$ cat src/gpext_consts.svh
/*
 * Offsets, field positions, reset values and fixed codes for the
 * eight-pin port with external interrupt.
 * Assumes byte addresses on a 32-bit Wishbone slave, one word per register.
 */
`ifndef GPEXT_CONSTS_SVH
`define GPEXT_CONSTS_SVH

// ============================================================
// Register byte offsets
`define GPEXT_OFS_VALUE   5'h00
`define GPEXT_OFS_DIR     5'h04
`define GPEXT_OFS_OPT     5'h08
`define GPEXT_OFS_SENS    5'h0C
`define GPEXT_OFS_STATUS  5'h10

// ============================================================
// Reset values and fields
`define GPEXT_RST_BYTE    8'h00
`define GPEXT_RST_SENS    2'h0
`define GPEXT_SENS_W      2
`define GPEXT_PORT_W      8
`define GPEXT_KIND_W      3
// Default pin kinds, 3 bits per pin, pin 0 in the low bits:
// pins 0..2 interrupt with pull-up, pin 3 interrupt floating,
// pins 4..5 standard, pins 6..7 true open-drain
`define GPEXT_KINDS_DFLT  24'h6C0449

`endif

$ cat src/gpext_pkg.sv
/*
 * Types shared by the port block: pin kinds and sensitivity codes.
 * Assumes gpext_consts.svh for the widths.
 */
`include "gpext_consts.svh"

package gpext_pkg;

   // ============================================================
   // Fixed pad variant of each pin
   typedef enum logic [2:0] {
      GPEXT_STD     = 3'h0,
      GPEXT_INT_PU  = 3'h1,
      GPEXT_INT_FL  = 3'h2,
      GPEXT_TRUE_OD = 3'h3,
      GPEXT_PU_ONLY = 3'h4
   } gpext_kind_t;

   // ============================================================
   // Interrupt sensitivity held in the misc control bits
   typedef enum logic [1:0] {
      GPEXT_FALL_LOW = 2'h0,
      GPEXT_RISE     = 2'h1,
      GPEXT_FALL     = 2'h2,
      GPEXT_BOTH     = 2'h3
   } gpext_sens_t;

endpackage : gpext_pkg

$ cat src/gpext_port.sv
/*
 * Eight-pin general purpose port with alternate functions and one
 * grouped external interrupt request, Wishbone classic register slave.
 * Assumes one clock, synchronous reset, pads resolved outside from
 * pin_o / pin_oe_o / pull_up_o, and a CPU that pulses vec_fetch_i
 * when it fetches this interrupt's vector.
 */
// The placing of the registers and register access over Wishbone were decided locally.
// Notes on behaviour
// - An interrupt-input pin raises an external request on the selected event.
// - Each interrupt pin can request; sensitivity comes from misc control bits.
// - Enabled interrupt pins of the group are combined by AND.
// - Request latch is hidden from software; vector fetch clears it.
// - Changing the sensitivity clears a pending request.
// - Output pins drive the value latch; reads return the latch.
// - Value 0 drives low; 1 drives high push-pull, floats open-drain.
// - An enabled peripheral function overrides normal port programming.
// - Peripheral output forces output mode, push-pull or open-drain.
// - Peripheral inputs need input mode; pin stays readable via value.
// - Input pin with peripheral output reads back the peripheral level.
// - Output pin with peripheral input feeds the latch to the peripheral.
// - Standard pins: 00 float, 01 pull-up, 10 open-drain, 11 push-pull.
// - Interrupt pins with pull-up: 01 is pull-up interrupt input.
// - Interrupt pins without pull-up: 01 is floating interrupt input.
// - True open-drain pins: no option; 0 float input, 1 open-drain.
// - Bus transmit pin is a pull-up input only in port role.
// - Low-power states keep port state; enabled interrupt wakes.
// - Input pins read the pin level through a two-flop synchroniser, two clocks late.
// - Writes to the latch of an input pin do not reach the pin.
// - Value, direction and option registers reset to zero.
`timescale 1ns/10ps
`default_nettype none
`include "gpext_consts.svh"

module gpext_port #(
   parameter int unsigned  PORT_W = `GPEXT_PORT_W,
   parameter logic [23:0]  KINDS  = `GPEXT_KINDS_DFLT
) (
   input  wire logic              clk_i,
   input  wire logic              rst_i,
   input  wire logic              wb_cyc_i,
   input  wire logic              wb_stb_i,
   input  wire logic              wb_we_i,
   input  wire logic [4:0]        wb_adr_i,
   input  wire logic [3:0]        wb_sel_i,
   input  wire logic [31:0]       wb_dat_i,
   output logic      [31:0]       wb_dat_o,
   output logic                   wb_ack_o,
   input  wire logic [PORT_W-1:0] pin_i,
   output logic      [PORT_W-1:0] pin_o,
   output logic      [PORT_W-1:0] pin_oe_o,
   output logic      [PORT_W-1:0] pull_up_o,
   input  wire logic [PORT_W-1:0] alt_en_i,
   input  wire logic [PORT_W-1:0] alt_drive_i,
   input  wire logic [PORT_W-1:0] alt_pp_i,
   input  wire logic [PORT_W-1:0] alt_out_i,
   output logic      [PORT_W-1:0] alt_in_o,
   input  wire logic              vec_fetch_i,
   output logic                   irq_req_o,
   output logic                   wake_o
);

   // ============================================================
   // State
   typedef struct packed {
      logic [PORT_W-1:0] latch;
      logic [PORT_W-1:0] dir;
      logic [PORT_W-1:0] opt;
      logic [1:0]        sens;
      logic [PORT_W-1:0] sync1;
      logic [PORT_W-1:0] sync2;
      logic              grp_prev;
      logic              grp_any_prev;
      logic              pend;
      logic              ack;
      logic [31:0]       rdat;
      logic [PORT_W-1:0] pin;
      logic [PORT_W-1:0] oe;
      logic [PORT_W-1:0] pu;
      logic [PORT_W-1:0] alt_in;
   } gpext_state_t;

   gpext_state_t st_q;
   gpext_state_t st_d;

   // ============================================================
   // Per-pin decode of the fixed pad variant
   logic [PORT_W-1:0] has_opt;
   logic [PORT_W-1:0] is_int;
   logic [PORT_W-1:0] is_pu_only;
   logic [PORT_W-1:0] dir_eff;
   logic [PORT_W-1:0] pp_eff;
   logic [PORT_W-1:0] int_en;
   logic [PORT_W-1:0] alt_drv;
   logic [PORT_W-1:0] rd_val;
   logic [PORT_W-1:0] pin_n;
   logic [PORT_W-1:0] oe_n;
   logic [PORT_W-1:0] pu_n;
   logic [PORT_W-1:0] ain_n;

   genvar g;
   generate
      for (g = 0; g < PORT_W; g = g + 1) begin : g_pin
         gpext_pkg::gpext_kind_t kind;
         assign kind = gpext_pkg::gpext_kind_t'(KINDS[3*g +: 3]);
         // True open-drain and pull-up-only pins have no option bit
         assign has_opt[g] = (kind != gpext_pkg::GPEXT_TRUE_OD) &&
                             (kind != gpext_pkg::GPEXT_PU_ONLY);
         assign is_int[g] = (kind == gpext_pkg::GPEXT_INT_PU) ||
                            (kind == gpext_pkg::GPEXT_INT_FL);
         assign is_pu_only[g] = (kind == gpext_pkg::GPEXT_PU_ONLY);
         assign dir_eff[g] = st_q.dir[g] & ~is_pu_only[g];
         assign pp_eff[g]  = st_q.opt[g] & has_opt[g];
         // Input with option set on an interrupt pad
         assign int_en[g] = is_int[g] & ~st_q.dir[g] & st_q.opt[g];
         assign alt_drv[g] = alt_en_i[g] & alt_drive_i[g];
         always_comb begin
            if (alt_drv[g]) begin
               // Peripheral owns the pad, push-pull or open-drain
               pin_n[g] = alt_out_i[g] & alt_pp_i[g];
               oe_n[g]  = alt_pp_i[g] | ~alt_out_i[g];
            end else if (dir_eff[g]) begin
               pin_n[g] = st_q.latch[g] & pp_eff[g];
               oe_n[g]  = pp_eff[g] | ~st_q.latch[g];
            end else begin
               pin_n[g] = 1'h0;
               oe_n[g]  = 1'h0;
            end
            pu_n[g] = ~alt_drv[g] & ~dir_eff[g] &
                      (is_pu_only[g] |
                       (pp_eff[g] & (kind != gpext_pkg::GPEXT_INT_FL)));
            // Output pin feeds the latch to a peripheral input
            ain_n[g] = dir_eff[g] ? st_q.latch[g] : st_q.sync2[g];
            if (dir_eff[g]) begin
               rd_val[g] = st_q.latch[g];
            end else if (alt_drv[g]) begin
               rd_val[g] = alt_out_i[g];
            end else begin
               rd_val[g] = st_q.sync2[g];
            end
         end
      end
   endgenerate

   // ============================================================
   // Grouped interrupt: enabled pins ANDed, one request latch
   logic grp_any;
   logic grp_lvl;
   logic ev_fall;
   logic ev_rise;
   logic ev_hit;

   assign grp_any = |int_en;
   assign grp_lvl = &(st_q.sync2 | ~int_en);
   // No edge is seen on the cycle a group first becomes enabled
   assign ev_fall = grp_any & st_q.grp_any_prev & st_q.grp_prev & ~grp_lvl;
   assign ev_rise = grp_any & st_q.grp_any_prev & ~st_q.grp_prev & grp_lvl;

   always_comb begin
      case (gpext_pkg::gpext_sens_t'(st_q.sens))
         gpext_pkg::GPEXT_FALL_LOW: ev_hit = grp_any & ~grp_lvl;
         gpext_pkg::GPEXT_RISE:     ev_hit = ev_rise;
         gpext_pkg::GPEXT_FALL:     ev_hit = ev_fall;
         gpext_pkg::GPEXT_BOTH:     ev_hit = ev_rise | ev_fall;
         default:                   ev_hit = 1'h0;
      endcase
   end

   // ============================================================
   // Wishbone classic slave, one wait state then a one-cycle ack
   logic       req;
   logic       wr;
   logic [7:0] wbyte;
   logic       sens_wr;

   assign req     = wb_cyc_i & wb_stb_i & ~st_q.ack;
   assign wr      = req & wb_we_i & wb_sel_i[0];
   assign wbyte   = wb_dat_i[7:0];
   assign sens_wr = wr && (wb_adr_i == `GPEXT_OFS_SENS);

   always_comb begin
      st_d        = st_q;
      st_d.sync1  = pin_i;
      st_d.sync2  = st_q.sync1;
      st_d.grp_prev     = grp_lvl;
      st_d.grp_any_prev = grp_any;
      st_d.ack    = req;
      st_d.pin    = pin_n;
      st_d.oe     = oe_n;
      st_d.pu     = pu_n;
      st_d.alt_in = ain_n;
      st_d.rdat   = 32'h0;
      if (req && !wb_we_i) begin
         case (wb_adr_i)
            `GPEXT_OFS_VALUE:  st_d.rdat[PORT_W-1:0] = rd_val;
            `GPEXT_OFS_DIR:    st_d.rdat[PORT_W-1:0] = st_q.dir;
            `GPEXT_OFS_OPT:    st_d.rdat[PORT_W-1:0] = st_q.opt;
            `GPEXT_OFS_SENS:   st_d.rdat[1:0] = st_q.sens;
            `GPEXT_OFS_STATUS: st_d.rdat[PORT_W-1:0] = int_en;
            default:           st_d.rdat = 32'h0;
         endcase
      end
      if (wr) begin
         case (wb_adr_i)
            `GPEXT_OFS_VALUE: st_d.latch = wbyte[PORT_W-1:0];
            `GPEXT_OFS_DIR:   st_d.dir = wbyte[PORT_W-1:0] & ~is_pu_only;
            `GPEXT_OFS_OPT:   st_d.opt = wbyte[PORT_W-1:0] & has_opt;
            `GPEXT_OFS_SENS:  st_d.sens = wbyte[1:0];
            default:          st_d.sens = st_q.sens;
         endcase
      end
      // A new event wins over both ways of clearing the latch
      if (vec_fetch_i || sens_wr) begin
         st_d.pend = 1'h0;
      end
      if (ev_hit) begin
         st_d.pend = 1'h1;
      end
      if (rst_i) begin
         st_d = '0;
         st_d.latch = `GPEXT_RST_BYTE;
         st_d.dir   = `GPEXT_RST_BYTE;
         st_d.opt   = `GPEXT_RST_BYTE;
         st_d.sens  = `GPEXT_RST_SENS;
      end
   end

   always_ff @(posedge clk_i) begin
      st_q <= st_d;
   end

   assign wb_dat_o  = st_q.rdat;
   assign wb_ack_o  = st_q.ack;
   assign pin_o     = st_q.pin;
   assign pin_oe_o  = st_q.oe;
   assign pull_up_o = st_q.pu;
   assign alt_in_o  = st_q.alt_in;
   assign irq_req_o = st_q.pend;
   // Port state has no low-power input at all, so stop states leave it
   assign wake_o    = st_q.pend;
endmodule : gpext_port
`default_nettype wire

$ cat config.mk
export PLATFORM = sky130hd
export DESIGN_NAME = gpext_port
export DESIGN_NICKNAME = d
export VERILOG_FILES = /design/src/gpext_pkg.sv /design/src/gpext_port.sv
export VERILOG_INCLUDE_DIRS = /design/src
export SDC_FILE = /design/constraint.sdc
export NUM_CORES = 1
export LEC_CHECK = 0
export ABC_CLOCK_PERIOD_IN_PS = 4700
export BUFFER_PORTS_ARGS = -buffer_cell sky130_fd_sc_hd__buf_2
export CORE_MARGIN = 8
export CORE_UTILIZATION = 50
export DETAILED_ROUTE_END_ITERATION = 8
export PLACE_DENSITY = 0.82
export SYNTH_ARGS = -nofsm -noshare
export SYNTH_HDL_FRONTEND = slang
export SYNTH_SLANG_ARGS = --single-unit
$ cat constraint.sdc
create_clock -name clk_i -period 4.7 [get_ports clk_i]
set_input_delay 1.41 -clock clk_i [delete_from_list [all_inputs] [get_ports clk_i]]
set_output_delay 1.41 -clock clk_i [all_outputs]
set_load 0.05 [all_outputs]
==> results.md, run 1 <==
* Warnings from Yosys at 0
* Post-synth EDFFs at 0
* R2r endpoint: dir_eff[2]
* WHS Endpoint: st_q[75]
* Crit Path Max Fanout at 13
* Yosys cell types at 48
* Remaining global-route overflow at 0
* TritonCTS Buffers at 9
* Total GRT Usage at 0.151
* Routed WL at 8030 um
* Cells after synthesis at 414
* Layout fillers at 681
* Fmax at 0.305 GHz
* Req. time, crit path at 4.91 ns
* Mapped cell area at 3810 sq um
* Final Hold Viols at 0
* Startpoint types: input port
* Chip Width at 103 um
* Tcrit/Tclk final at 0.698
* Max Root-Sink Buffers at 2
* First-pass GRT wire length at 12,400 um
* Dpl hpwl at 5970 um
* PwrDens at 324 nW/um^2
* Die area at 10,700 sq um
* Antenna violations before repair at 0
* DR WL/cell at 14.0 um
* Crit Path Class: in -> reg
* Max-cap violations at 0
* I/O Pins at 154
* R2R Path Start: wb_ack_o
* CTS Hold Buffers Added at 0
* WL met2 at 3820 um
* Seq/Total Area, Yosys at 0.426
* Largest net degree at the start of global routing at 74
* Synth Flop Type: dfxtp_1
* Final net count at 553
* Mean area per synthesized cell at 9.20 sq um
* VDD IR max at 0.122 mV
* Initial drt markers at 141
* Die height at 103 um
* CP Capture Type: flip-flop
* IO buf count at 99
* Drt via density at 4.92
* Yosys reg bits at 81
* Clock tree skew after final layout at 0.00686 ns
* Leakage Power at 1.78 nW
* Slew Viols, Final at 0
* Reg2reg setup slack at 2.74 ns
* WHS Path Cells at 1
* Clk root buf: clkbuf_8
* Post-CTS Resized at 0
* Layout Cells excl Fill at 572
* Vias in the first global route at 2,843
* DRT antenna net count at 0
* Total Neg Setup Slack at 0 ns
* Commonest non-fill, non-tap cell in the layout: buf_2
* Setup repair bufs after CTS at 0
* Synth-to-Final Area Change at 8.90%
* Unrepaired setup endpoints after global routing: false
* Number of diodes at 0
* Core Box Area at 7570 sq um
* Tmin final at 3.28 ns
* Clk Latency, worst-skew pair at 0.35 ns
* Post-synth ARST share at 0
* Finish-stage setup viols at 0
* CTS tree: done
* Arrival @ worst endpoint at 3.49 ns
* Worst hold path type: reg -> reg
* CTS clock-pin slew for the worst setup and hold paths at 0.08 ns
* Initial Utilization at 0.503
* Status: complete, no violations
* Worst relative slew slack at 0.389
* Commonest cells after routing, fill and taps aside: buf_2 (99), dfxtp_1 (81), nor2_1 (41), mux2i_1 (36), conb_1 (27)
* RePlAce Congestion at 0.787
* Site row count at 32
* Hold_sp: st_q[83]
* Clock Sinks at 81
* Layout cells sized above 1 at 0.279
* Actual slew at the worst max-slew pin at 0.909 ns
* DR vias at 2,813
* Reg2Reg Depth at 4
* # DRC at 0
* Met1 WL at 3550 um
* WL met3 at 575 um
* Top Layer Used: met4
* Placed Cells at 557
* First-pass iteration count of the detailed router at 5
* Htree depth at 3
==> Yosys cell counts, types with 2 or more instances <==
master / count / share of area
a211oi_1: 6 / 0.012
a21boi_0: 2 / 0.0039
a21o_1: 2 / 0.0039
a21oi_1: 20 / 0.026
and2_1: 2 / 0.0033
and3_1: 4 / 0.0066
buf_2: 2 / 0.0026
buf_4: 65 / 0.13
clkbuf_1: 17 / 0.017
dfxtp_1: 81 / 0.43
inv_1: 5 / 0.0049
mux2_2: 4 / 0.012
mux2i_1: 36 / 0.095
nand2_1: 18 / 0.018
nand2b_1: 9 / 0.015
nand3_1: 3 / 0.0039
nand3b_1: 2 / 0.0039
nand4_1: 10 / 0.016
nor2_1: 41 / 0.040
nor2b_1: 19 / 0.031
nor3_1: 5 / 0.0066
nor3b_1: 15 / 0.030
nor4b_1: 2 / 0.0046
nor4bb_1: 2 / 0.0053
o211ai_1: 4 / 0.0079
o21ai_0: 11 / 0.014
o22a_2: 2 / 0.0053
or3b_2: 3 / 0.0069
or4_1: 3 / 0.0059
==> worst max path at each step <==
| stage | start | end | slack [ns] | cells after the start |
|---|---|---|---|---|
| floorplan | wb_adr_i[4] | irq_req_o | 1.62 | 3 |
| global placement | wb_adr_i[3] | dir_eff[6] | 1.14 | 5 |
| detailed placement | wb_adr_i[3] | dir_eff[2] | 1.09 | 5 |
| CTS | wb_adr_i[3] | dir_eff[2] | 1.47 | 5 |
| global route | wb_adr_i[3] | dir_eff[2] | 1.37 | 5 |
| finish | wb_adr_i[3] | dir_eff[2] | 1.42 | 5 |
==> report_power, final <==
group / switching, W / leakage [nW] / internal (W)
clock: 0.000241 / 0.0925 / 0.000243
combinational: 0.000117 / 1.03 / 0.0000422
sequential: 0.00000442 / 0.659 / 0.000699
total: 0.000362 / 1.78 / 0.000984
==> flip-flops by register name, summed over array words and instances (netlist names) <==
signal / cells
irq_req_o: 1
dir_eff: 8
pin_o: 8
pin_oe_o: 8
alt_in_o: 8
wb_ack_o: 1
wb_dat_o: 8
pp_eff: 6
pull_up_o: 5
st_q: 28
==> cells by family (layout without fill, tap and decap cells) <==
group,Yosys count,in the layout,synth area share
and+or+nand+nor,147,147,0.220
buffers and inverters,91,121,0.157
DFF,81,81,0.426
AOI/OAI and AO/OA,54,54,0.0897
muxes,40,40,0.106
other,1,27,0.000984
==> metrics by stage <==
step                total power, W  hold WS, ns  worst slack (ns)  utilization  instance area [sq um]
finish                     0.00135        0.444              1.42        0.548                   4150
global route               0.00141        0.473              1.37        0.548                   4150
CTS                        0.00136        0.449              1.47        0.548                   4150
detailed placement        0.000878        0.426              1.09        0.524                   3970
global placement          0.000875        0.416              1.14        0.524                   3970
floorplan                 0.000858        0.414              1.62            -                   3910
==> metal layers <==
metal	vias to the layer above	track usage
li1	1434	-
met4	0	0.0768
met1	1277	0.184
met3	6	0.0321
met2	96	0.246
met5	-	0
==> cell type report <==
type | instances | area [sq um] | area share
inverter | 5 | 18.8 | 0.00452
sequential | 81 | 1620 | 0.391
clock buffer | 10 | 128 | 0.0308
timing repair buffer | 101 | 510 | 0.123
tap | 102 | 128 | 0.0308
multi-input combinational | 268 | 1690 | 0.407
clock inverter | 5 | 56.3 | 0.0136
==> worst max-delay path: stages <==
cell     delay (ns)
buf_2          0.17
or4_1          0.71
or4_1          0.83
mux2i_1        0.29
nor2_1         0.06
Note: power is estimated with default switching activity, not from simulation.
==> inputs of run 2 (changes only) <==
--- a/config.mk
+++ b/config.mk
@@ -6,12 +6,12 @@
 export SDC_FILE = /design/constraint.sdc
 export NUM_CORES = 1
 export LEC_CHECK = 0
-export ABC_CLOCK_PERIOD_IN_PS = 4700
+export ABC_CLOCK_PERIOD_IN_PS = 3200
 export BUFFER_PORTS_ARGS = -buffer_cell sky130_fd_sc_hd__buf_2
 export CORE_MARGIN = 8
-export CORE_UTILIZATION = 50
+export CORE_UTILIZATION = 48
 export DETAILED_ROUTE_END_ITERATION = 8
-export PLACE_DENSITY = 0.82
+export PLACE_DENSITY = 0.79
 export SYNTH_ARGS = -nofsm -noshare
 export SYNTH_HDL_FRONTEND = slang
 export SYNTH_SLANG_ARGS = --single-unit
==> constraint.sdc (replaced) <==
create_clock -name clk_i -period 3.2 [get_ports clk_i]
set_input_delay 0.96 -clock clk_i [delete_from_list [all_inputs] [get_ports clk_i]]
set_output_delay 0.96 -clock clk_i [all_outputs]
set_load 0.05 [all_outputs]
==> run 2 against run 1 <==
Against the previous run:
- combinational power increased by 48%
- highest routed layer unchanged
- final cell count up 0.35%
- worst setup slack worse by 0.82 ns
- register-to-register slack worse by 1.5 ns
==> results.md, run 2 (synthesized netlist as in run 1, its figures left out) <==
* CTS Hold Buffers Added at 0 (unchanged)
* Dpl hpwl at 6290 um (was 5970 um)
* Layout cells sized above 1 at 0.282 (was 0.279)
* Placed Cells at 560 (was 557)
* Worst hold path type: reg -> reg (unchanged)
* Req. time, crit path at 3.41 ns (was 4.91 ns)
* First-pass iteration count of the detailed router at 4 (was 5)
* Synth-to-Final Area Change at 9.13% (was 8.90%)
* Finish-stage setup viols at 0 (unchanged)
* DR WL/cell at 14.5 um (was 14.0 um)
* Initial drt markers at 117 (was 141)
* Initial Utilization at 0.493 (was 0.503)
* Core Box Area at 7730 sq um (was 7570 sq um)
* I/O Pins at 154 (unchanged)
* Arrival @ worst endpoint at 2.82 ns (was 3.49 ns)
* Clock tree skew after final layout at 0.00526 ns (was 0.00686 ns)
* Placed inst area at 3990 sq um (was 3970 sq um)
* Max Root-Sink Buffers at 2 (unchanged)
* Max reg flops at 28 (unchanged)
* Die area at 11,000 sq um (was 10,700 sq um)
* DR vias at 2,884 (was 2,813)
* TritonCTS Buffers at 9 (unchanged)
* Total GRT Usage at 0.152 (was 0.151)
* Die height at 105 um (was 103 um)
* Routed WL at 8340 um (was 8030 um)
* Combinational share of power at 0.123 (was 0.118)
* Largest net degree at the start of global routing at 74 (unchanged)
* Final net count at 556 (was 553)
* Clock Sinks at 81 (unchanged)
* Fmax at 0.384 GHz
* Sequential Power Share at 0.539 (was 0.522)
* Number of diodes at 0 (unchanged)
* Leakage Power at 1.78 nW (about the same)
* P_int at 0.00140 W (was 0.000984 W)
* Post-route cell area at 4160 sq um (was 4150 sq um)
* Psw at 0.000512 W (was 0.000362 W)
* VDD IR max at 0.169 mV (was 0.122 mV)
* Vias in the first global route at 2,949 (was 2,843)
* Top reg by flops: st_q (unchanged)
* Switching Fraction at 0.267 (was 0.269)
* Max-cap violations at 0 (unchanged)
* RePlAce Congestion at 0.831 (was 0.787)
* Setup Slack @ Placement at 0.223 ns (was 1.09 ns)
* Chip Width at 105 um (was 103 um)
* Final Hold Viols at 0 (unchanged)
* # DRC at 0 (unchanged)
* Clk pwr share at 0.338 (was 0.359)
* Tmin final at 2.60 ns
* PwrDens at 461 nW/um^2 (was 324 nW/um^2)
* Crit Path Class: in -> reg (unchanged)
* Commonest cells after routing, fill and taps aside: buf_2 (99), dfxtp_1 (81), nor2_1 (41), mux2i_1 (36), conb_1 (27) (unchanged)
* CP Capture Type: flip-flop (unchanged)
* Layout fillers at 727 (was 681)
* Slew Viols, Final at 0 (unchanged)
* Drt via density at 5.02 (was 4.92)
* Antenna violations before repair at 0 (unchanged)
* Worst relative slew slack at 0.517 (was 0.389)
* Unrepaired setup endpoints after global routing: false (unchanged)
* Commonest non-fill, non-tap cell in the layout: buf_2 (unchanged)
* First-pass GRT wire length at 13,900 um (was 12,400 um)
* Clk root buf: clkbuf_8 (unchanged)
* Clk Latency, worst-skew pair at 0.34 ns (was 0.35 ns)
* Total Neg Setup Slack at 0 ns (unchanged)
* DRT antenna net count at 0 (unchanged)
* Post-CTS Resized at 0 (unchanged)
* Htree depth at 3 (unchanged)
* CTS tree: done (unchanged)
* Status: complete, no violations (unchanged)
* Startpoint types: input port (unchanged)
* Actual slew at the worst max-slew pin at 0.724 ns (was 0.909 ns)
* CTS clock-pin slew for the worst setup and hold paths at 0.07 ns (was 0.08 ns)
* Crit Path Max Fanout at 13 (unchanged)
* IO buf count at 99 (unchanged)
* Tcrit/Tclk final at 0.814
* Setup repair bufs after CTS at 0 (unchanged)
* Overall Power at 0.00192 W (was 0.00135 W)
* Setup ws final at 0.596 ns (was 1.42 ns)
* Layout Cells excl Fill at 574 (was 572)
* Remaining global-route overflow at 0 (unchanged)
* Site row count at 32 (unchanged)
[run 2: cell types whose count changed in the layout (fill, tap and decap cells not counted), sizes merged]
cell,delta
clkbuf,+2
clkinvlp,+1
inv,-1
clkinv,-2
bufinv,-1
buf,+3
[run 2: worst max-delay path: stages]
cell and delay, ns:
buf_2 0.17, or4_1 0.56, or4_1 0.78, mux2i_1 0.28
nor2_1 0.05
[run 2: per-layer routing]
| metal | track usage | wire, um | share of wire |
|---|---|---|---|
| met4 | 0.0714 | 159 | 0.019 |
| met2 | 0.250 | 3990 | 0.48 |
| met1 | 0.169 | 3550 | 0.43 |
| met3 | 0.0602 | 645 | 0.077 |
| met5 | 0 | 0 | 0 |
[run 2: final timing paths]
path / startpoint / endpoint / slack, ns / depth (start not counted)
max: wb_adr_i[3] / dir_eff[3] / 0.60 / 5
min: st_q[82] / st_q[74] / 0.44 / 1
max reg2reg: wb_ack_o / dir_eff[3] / 1.23 / 4
min reg2reg: st_q[82] / st_q[74] / 0.44 / 1
[run 2: power by group through the flow]
stage	sequential, W	combinational [W]	clock (W)
floorplan	0.00106	0.000204	0
global placement	0.00106	0.000230	0
detailed placement	0.00106	0.000234	0
finish	0.00103	0.000235	0.000649
CTS	0.00103	0.000234	0.000678
global route	0.00103	0.000253	0.000721
[run 2: area by class of cell]
type | count | area (sq um) | share of cell area
Multi-Input combinational cell | 268 | 1690 | 0.406
Tap cell | 102 | 128 | 0.0307
Inverter | 5 | 18.8 | 0.00451
Clock buffer | 12 | 155 | 0.0373
Clock inverter | 2 | 15.0 | 0.00361
Timing Repair Buffer | 104 | 533 | 0.128
Sequential cell | 81 | 1620 | 0.390
[run 2: per-stage QoR]
stage               hold WS (ns)   util
floorplan                  0.414      -
global placement           0.417  0.516
detailed placement         0.424  0.516
CTS                        0.442  0.538
global route               0.452  0.538
finish                     0.439  0.538
